## src/smc_defs.svh

```systemverilog
// timing constants for the 16x4 asynchronous memory controller
`ifndef SMC_DEFS_SVH
`define SMC_DEFS_SVH

`define SMC_CLK_PERIOD_PS        5000
`define SMC_ADDR_W               4
`define SMC_DATA_W               4
`define SMC_WORDS                16
// times in picoseconds, as printed in ns
`define SMC_ADDR_SETUP_PS        3000
`define SMC_ADDR_HOLD_PS         2000
`define SMC_DATA_SETUP_PS        13000
`define SMC_DATA_HOLD_PS         2000
`define SMC_CE_SETUP_PS          3000
`define SMC_CE_HOLD_PS           2000
`define SMC_STROBE_WIDTH_PS      10000
`define SMC_ACCESS_INV_PS        15000
`define SMC_ACCESS_NONINV_PS     10000
// least times round up, at least one cycle
`define SMC_CYC_UP(t)            (((t) + `SMC_CLK_PERIOD_PS - 1) / `SMC_CLK_PERIOD_PS)
`define SMC_SETUP_CYC            `SMC_CYC_UP(`SMC_ADDR_SETUP_PS)
`define SMC_HOLD_CYC             `SMC_CYC_UP(`SMC_ADDR_HOLD_PS)
`define SMC_STROBE_CYC           `SMC_CYC_UP(`SMC_STROBE_WIDTH_PS)
`define SMC_DSETUP_CYC           `SMC_CYC_UP(`SMC_DATA_SETUP_PS)
`define SMC_ACC_INV_CYC          `SMC_CYC_UP(`SMC_ACCESS_INV_PS)
`define SMC_ACC_NONINV_CYC       `SMC_CYC_UP(`SMC_ACCESS_NONINV_PS)
`define SMC_CNT_W                3

`endif

```

## src/smc_pkg.sv

```systemverilog
// types for the 16x4 asynchronous memory controller
package smc_pkg;
  typedef enum logic [2:0]
  {
    SMC_IDLE  = 3'h0,
    SMC_SETUP = 3'h1,
    SMC_PULSE = 3'h3,
    SMC_HOLD  = 3'h2,
    SMC_READ  = 3'h6
  } smc_state_t;
endpackage

```

## src/smc_timer.sv

```systemverilog
// down counter that marks the end of a phase
`timescale 1ns/10ps
`default_nettype none
`include "smc_defs.svh"

module smc_timer
(
  input  wire logic                  i_clk,
  input  wire logic                  i_rst,
  input  wire logic                  i_load,
  input  wire logic [`SMC_CNT_W-1:0] i_count,
  output logic                       o_done
);
  logic [`SMC_CNT_W-1:0] cnt_q;

  assign o_done = (cnt_q == 3'h0);

  always_ff @(posedge i_clk)
  begin
    if (i_rst)
      cnt_q <= 3'h0;
    else if (i_load)
      cnt_q <= i_count;
    else if (!o_done)
      cnt_q <= cnt_q - 3'h1;
  end
endmodule

`default_nettype wire

```

## src/smc_ctrl.sv

```systemverilog
// controller driving a 16x4 asynchronous static memory over its pins
`timescale 1ns/10ps
`default_nettype none
`include "smc_defs.svh"

module smc_ctrl
#(
  parameter bit INVERTING = 1'b1
)
(
  input  wire logic                   i_clk,
  input  wire logic                   i_rst,
  input  wire logic                   i_req,
  input  wire logic                   i_we,
  input  wire logic [`SMC_ADDR_W-1:0] i_addr,
  input  wire logic [`SMC_DATA_W-1:0] i_wdata,
  output logic                        o_ready,
  output logic                        o_done,
  output logic [`SMC_DATA_W-1:0]      o_rdata,
  output logic [`SMC_ADDR_W-1:0]      o_mem_addr,
  output logic                        o_mem_ce_n,
  output logic                        o_mem_we_n,
  output logic [`SMC_DATA_W-1:0]      o_mem_din,
  input  wire logic [`SMC_DATA_W-1:0] i_mem_q
);
  // ==========================================================
  // phase lengths
  // the timer counts down to zero, so a phase of n cycles loads n - 1
  // and ends in the cycle in which the count reads zero
  localparam logic [`SMC_CNT_W-1:0] SETUP_N  = `SMC_CNT_W'(`SMC_SETUP_CYC - 1);
  // the strobe covers its own least width and the data setup to its rise
  localparam int STROBE_I = (`SMC_STROBE_CYC > `SMC_DSETUP_CYC) ?
                            `SMC_STROBE_CYC : `SMC_DSETUP_CYC;
  localparam logic [`SMC_CNT_W-1:0] STROBE_N = `SMC_CNT_W'(STROBE_I - 1);
  localparam logic [`SMC_CNT_W-1:0] HOLD_N   = `SMC_CNT_W'(`SMC_HOLD_CYC - 1);
  localparam int ACC_I = INVERTING ? `SMC_ACC_INV_CYC : `SMC_ACC_NONINV_CYC;
  // one more cycle since read data is registered at the end
  localparam logic [`SMC_CNT_W-1:0] ACC_N    = `SMC_CNT_W'(ACC_I);

  // ==========================================================
  // state and pin registers
  smc_pkg::smc_state_t            state_q;
  smc_pkg::smc_state_t            state_d;
  logic [`SMC_ADDR_W-1:0]         addr_q;
  logic [`SMC_DATA_W-1:0]         din_q;
  logic                           ce_n_q;
  logic                           we_n_q;
  logic                           ready_q;
  logic                           done_q;
  logic [`SMC_DATA_W-1:0]         rdata_q;
  logic                           t_load;
  logic [`SMC_CNT_W-1:0]          t_count;
  logic                           t_done;

  wire                            take     = ready_q && i_req;
  wire  [`SMC_DATA_W-1:0]         q_fixed  = INVERTING ? ~i_mem_q : i_mem_q;
  wire                            in_idle  = (state_q == smc_pkg::SMC_IDLE);
  wire                            in_setup = (state_q == smc_pkg::SMC_SETUP);
  wire                            in_pulse = (state_q == smc_pkg::SMC_PULSE);
  wire                            in_hold  = (state_q == smc_pkg::SMC_HOLD);
  wire                            in_read  = (state_q == smc_pkg::SMC_READ);

  // ==========================================================
  // phase ends, each one cycle wide
  wire                            setup_end = in_setup && t_done;
  wire                            pulse_end = in_pulse && t_done;
  wire                            finish    = (in_hold || in_read) && t_done;
  wire                            capture   = in_read && t_done;

  smc_timer u_timer
  (
    .i_clk   (i_clk),
    .i_rst   (i_rst),
    .i_load  (t_load),
    .i_count (t_count),
    .o_done  (t_done)
  );

  // ==========================================================
  // sequencing
  // requests are taken only from idle; every other state keeps ready low,
  // and a phase that ends loads the next one in the same cycle
  always_comb
  begin
    state_d = state_q;
    t_load  = 1'b0;
    t_count = SETUP_N;
    case (state_q)
      smc_pkg::SMC_IDLE:
        if (take)
        begin
          t_load  = 1'b1;
          t_count = i_we ? SETUP_N : ACC_N;
          state_d = i_we ? smc_pkg::SMC_SETUP : smc_pkg::SMC_READ;
        end
      smc_pkg::SMC_SETUP:
        if (t_done)
        begin
          t_load  = 1'b1;
          t_count = STROBE_N;
          state_d = smc_pkg::SMC_PULSE;
        end
      smc_pkg::SMC_PULSE:
        if (t_done)
        begin
          t_load  = 1'b1;
          t_count = HOLD_N;
          state_d = smc_pkg::SMC_HOLD;
        end
      smc_pkg::SMC_HOLD:
        if (t_done)
          state_d = smc_pkg::SMC_IDLE;
      smc_pkg::SMC_READ:
        if (t_done)
          state_d = smc_pkg::SMC_IDLE;
      default:
        state_d = smc_pkg::SMC_IDLE;
    endcase
  end

  always_ff @(posedge i_clk)
  begin
    if (i_rst)
      state_q <= smc_pkg::SMC_IDLE;
    else
      state_q <= state_d;
  end

  // ==========================================================
  // memory pins; address and data change only when idle
  // the next take comes a cycle after ce_n rises, which gives the hold time;
  // din is driven on reads too, where the memory ignores it
  always_ff @(posedge i_clk)
  begin
    if (i_rst)
    begin
      addr_q <= 4'h0;
      din_q  <= 4'h0;
    end
    else if (take)
    begin
      addr_q <= i_addr;
      din_q  <= i_wdata;
    end
  end

  // enable low through setup, strobe and hold, and through the read phase; high otherwise
  always_ff @(posedge i_clk)
  begin
    if (i_rst)
      ce_n_q <= 1'b1;
    else if (take)
      ce_n_q <= 1'b0;
    else if (finish)
      ce_n_q <= 1'b1;
  end

  // strobe falls after the setup phase and rises after the pulse phase
  always_ff @(posedge i_clk)
  begin
    if (i_rst)
      we_n_q <= 1'b1;
    else if (setup_end)
      we_n_q <= 1'b0;
    else if (pulse_end)
      we_n_q <= 1'b1;
  end

  // ==========================================================
  // user side
  // ready returns with done, so requests may follow back to back
  always_ff @(posedge i_clk)
  begin
    if (i_rst)
    begin
      ready_q <= 1'b0;
      done_q  <= 1'b0;
    end
    else
    begin
      ready_q <= (in_idle && !take) || finish;
      done_q  <= finish;
    end
  end

  // read data is taken one cycle past the rounded access time and held
  // until the next read completes
  always_ff @(posedge i_clk)
  begin
    if (i_rst)
      rdata_q <= 4'h0;
    else if (capture)
      rdata_q <= q_fixed;
  end

  // ==========================================================
  // outputs, each straight from its register
  assign o_ready    = ready_q;
  assign o_done     = done_q;
  assign o_rdata    = rdata_q;
  assign o_mem_addr = addr_q;
  assign o_mem_ce_n = ce_n_q;
  assign o_mem_we_n = we_n_q;
  assign o_mem_din  = din_q;
endmodule

`default_nettype wire

```

## config.mk

```make
export PLATFORM = sky130hd
export DESIGN_NAME = smc_ctrl
export DESIGN_NICKNAME = d
export VERILOG_FILES = /design/src/smc_pkg.sv /design/src/smc_timer.sv /design/src/smc_ctrl.sv
export VERILOG_INCLUDE_DIRS = /design/src
export SDC_FILE = /design/constraint.sdc
export NUM_CORES = 1
export LEC_CHECK = 0
export ABC_AREA = 1
export BUFFER_PORTS_ARGS = -buffer_cell sky130_fd_sc_hd__buf_2
export CAP_MARGIN = 20
export CORE_MARGIN = 3
export CORE_UTILIZATION = 43
export DETAILED_ROUTE_END_ITERATION = 8
export MAX_ROUTING_LAYER = met4
export PLACE_DENSITY = 0.69
export SYNTH_ARGS = -nofsm -noshare
export SYNTH_HDL_FRONTEND = slang
export SYNTH_SLANG_ARGS = --single-unit
```

## constraint.sdc

```tcl
create_clock -name i_clk -period 1.14 [get_ports i_clk]
set_input_delay 0.057 -clock i_clk [delete_from_list [all_inputs] [get_ports i_clk]]
set_output_delay 0.057 -clock i_clk [all_outputs]
set_load 0.05 [all_outputs]
```

==> qor.yml <==
sta:
  slew_viol_final: 0
  finalHoldWorstSlack_ns: 0.00464
  fin_crit_ns: 1.17
  layout_setup_ws_ns: -0.0271
  final_hold_viols: 0
  relSlewSlack_pct: 76.3
  max_freq_ghz: 0.857
  fin_skew_ns: 0.000626
  unrepaired_setup_endpoints_after_global_routing: "true"
  timing.final.crit_share_pct: 102
  setup_viol: 4
  transition_time_at_the_pin_with_the_least_slew_margin_ns: 0.355
floorplan:
  std_cell_rows: 16
  chipHeight_microns: 52.2
  die_area_sq_um: 2720
  fp.coreArea_sq_um: 1980
  initial_core_util_pct: 46.2
  ios: 32
  chipWidth_microns: 52.2
yosys:
  share_of_synthesized_area_occupied_by_flip_flops_and_latches_pct: 48.1
  synth_top_cells_by_area: "sky130_fd_sc_hd__dfxtp_1 48%, sky130_fd_sc_hd__nor2_1 17%, sky130_fd_sc_hd__o21ai_0 6.6%, sky130_fd_sc_hd__nand2_1 5.7%, sky130_fd_sc_hd__inv_1 3.7%"
  post_synth_and_or_nand_nor_area_fraction_pct: 30.9
  synthXorXnorAreaFrac_pct: 0.956
  synth_top_cell_by_area: "sky130_fd_sc_hd__dfxtp_1"
  synth_fa_ha_area_share_pct: 2.73
  syn-mean-instance-area_sq_um: 7.21
  post_synth_mux_area_share_pct: 0
  synth.distinct_cells: 19
  synth_warnings: 0
  netlist_instances: 127
  synth_top_family_by_area: "simple AND/OR/NAND/NOR gates"
  synth_top_cell_area_share_pct: 48.1
  syn-num-nets: 145
  synth_seq_cells: 22
  syn-cell-area_sq_um: 916
  synth_compound_area_share_pct: 10.8
critical_path:
  worst_setup_path_start_kind: "flip-flop"
  worst_path_max_delay_cell: "sky130_fd_sc_hd__dfxtp_2"
  critPathRequiredTime_ns: 1.34
  data_arrival_at_the_endpoint_of_the_critical_path_ns: 1.37
  critical_path.max_stage_delay_ns: 0.34
  critPathCaptureType: "flip-flop"
  worst-path-max-fanout: 8
  critPathBufInv: 1
  crit_chain: "inv_2, ha_4, nand2_4, nor2_4, nand2_4, a21oi_2, nor2_1"
  worstSetupPathType: "flip-flop to flip-flop"
  critPathTopFamily: "simple AND/OR/NAND/NOR gates"
  critical_path.most_common_cell: "sky130_fd_sc_hd__nand2_4"
drt:
  detailroute.via_count: 897
  drt-pass1-iter-count: 4
  routed_wire_length_per_instance_microns: 10.5
  first_iter_violations: 22
  drt_drc_violations_left: 0
  viasPerCell: 4.62
  total_detailed_routing_wirelength_microns: 2040
  drtAntennaViolNets: 0
job:
  max_cap_violations: 0
placement:
  port_buffer_count: 31
  gp_congestion: 0.809
  dp_hpwl_microns: 1440
  placement.cell_area_sq_um: 1160
  place_worst_setup_slack_ns: -0.0478
  cells_after_dpl: 188
clock_tree:
  clock_transition_time_at_the_flip_flop_clock_pins_of_the_worst_setup_and_hold_paths_ns: 0.12
  root_buffer_cell: "sky130_fd_sc_hd__clkbuf_4"
  clk_latency_ns: 0.29
  number_of_buffers_on_the_longest_clock_path: 2
  htreeDepth: 1
  tritoncts_num_sinks: 22
  cts_inserted_buffers: 3
  tritoncts: "yes"
hold_path:
  hold_crit_class: "input port to flip-flop"
grt:
  grt_max_degree: 14
  global_route.overflow_total: 0
  grt_pass1_vias: 775
  wire_length_of_the_first_global_routing_pass_microns: 3330
  grt_antenna_before_repair: 0
  track_usage_pct: 16.3
finish:
  layout-area-overhead-vs-synth_pct: 45.4
  drive_gt1_share_pct: 48.5
  final_design_area_no_fill_sq_um: 1330
  final_cell_mix: "34 x sky130_fd_sc_hd__nor2_1, 31 x sky130_fd_sc_hd__buf_2, 17 x sky130_fd_sc_hd__dfxtp_1, 10 x sky130_fd_sc_hd__nand2_1, 9 x sky130_fd_sc_hd__o21ai_0"
  fill_cells: 176
  layout.cells.non_filler: 194
  final_nets: 186
  mostFrequentLayoutCell: "sky130_fd_sc_hd__nor2_1"
  antenna-diode-count: 0
pwr:
  power_leakage_nw: 0.629
  cellPowerDensity_nw_per_um2: 2640
  ir_worst_vdd_mv: 1.41
outcome:
  violated_checks: "negative setup slack"
  status: "complete, but fails checks"
==> cell usage after synthesis <==
library cell and number:
sky130_fd_sc_hd__nor2_1 41, sky130_fd_sc_hd__dfxtp_1 22, sky130_fd_sc_hd__nand2_1 14, sky130_fd_sc_hd__o21ai_0 12, sky130_fd_sc_hd__inv_1 9, sky130_fd_sc_hd__a21oi_1 5
sky130_fd_sc_hd__nand2_2 5, sky130_fd_sc_hd__inv_2 3, sky130_fd_sc_hd__nand3_1 3, sky130_fd_sc_hd__buf_2 2, sky130_fd_sc_hd__ha_1 2, sky130_fd_sc_hd__nor2_2 2
sky130_fd_sc_hd__a21oi_2 1, sky130_fd_sc_hd__clkbuf_2 1, sky130_fd_sc_hd__nand4_1 1, sky130_fd_sc_hd__nor3_1 1, sky130_fd_sc_hd__nor4_1 1, sky130_fd_sc_hd__o21ai_1 1
sky130_fd_sc_hd__xnor2_1 1
==> stage by stage <==
| stage | util [%] | power, mW | TNS (ns) |
|---|---|---|---|
| final | 67.2 | 3.51 | -0.0673 |
| after global routing | 67.2 | 3.77 | -0.546 |
| after CTS | 62.8 | 3.36 | -0.0669 |
| after detailed placement | 58.3 | 2.63 | -0.149 |
| after global placement | 58.3 | 2.61 | -0.0857 |
| after floorplan | - | 2.28 | 0 |
==> logic make-up after synthesis <==
logic type / count (synthesis)
AND/OR/NAND/NOR: 68
flip-flops: 22
AO/OA/AOI/OAI: 19
buffers and inverters: 15
adder cells (fa/ha/maj): 2
XOR/XNOR: 1
==> per-layer routing <==
| metal | track usage [%] | vias up | share of wire [%] |
|---|---|---|---|
| met5 | - | - | 0 |
| met4 | 3.83 | 0 | 0.69 |
| met3 | 2.58 | 2 | 7.1 |
| met2 | 27.2 | 28 | 46 |
| met1 | 20.9 | 386 | 46 |
| li1 | - | 481 | - |
==> flip-flops by register name (all words and copies together) (netlist names) <==
register,cells
o_mem_ce_n,1
o_ready,1
o_rdata,4
o_mem_we_n,1
o_mem_din,4
o_done,1
u_timer.cnt_q,3
o_mem_addr,4
state_q,3
==> worst reg2reg max path, cell delays in order, from the launching register on <==
cell and delay (ns):
sky130_fd_sc_hd__dfxtp_2 0.34, sky130_fd_sc_hd__inv_2 0.07, sky130_fd_sc_hd__ha_4 0.15, sky130_fd_sc_hd__nand2_4 0.08, sky130_fd_sc_hd__nor2_4 0.11, sky130_fd_sc_hd__nand2_4 0.13, sky130_fd_sc_hd__a21oi_2 0.16, sky130_fd_sc_hd__nor2_1 0.04
==> what timing repair did <==
action / in CTS / in global routing
pin swaps: 5 / 12
endpoints found under the setup margin: 10 / 11
hold buffers: 0 / 0
buffers inserted: 1 / 1
resized for setup: 9 / 29
==> final timing paths <==
path	startpoint	to	slack, ns	cells past startpoint
worst max-delay path	u_timer.cnt_q[0]	o_rdata[3]	-0.03	7
worst min-delay path	i_addr[2]	o_mem_addr[2]	0.005	3
worst max register to register	u_timer.cnt_q[0]	o_rdata[3]	-0.03	7
worst min register to register	o_mem_addr[2]	o_mem_addr[2]	0.49	2
==> report_power, final <==
group	internal, mW	switching, mW	leakage (nW)
Combinational	0.651	1.17	0.418
Sequential	0.981	0.136	0.183
Clock	0.355	0.226	0.0279
==> cell type report <==
cell class,instances,area (sq um),area share (%)
multi-input cells,90,528,39.7
clock buffers,3,22.5,1.69
inverters,12,45.0,3.38
repair buffers,39,215,16.2
flip-flops and latches,22,457,34.3
well taps,27,33.8,2.54
clock inverters,1,30.0,2.26
Note: power is estimated with default switching activity, not from simulation.
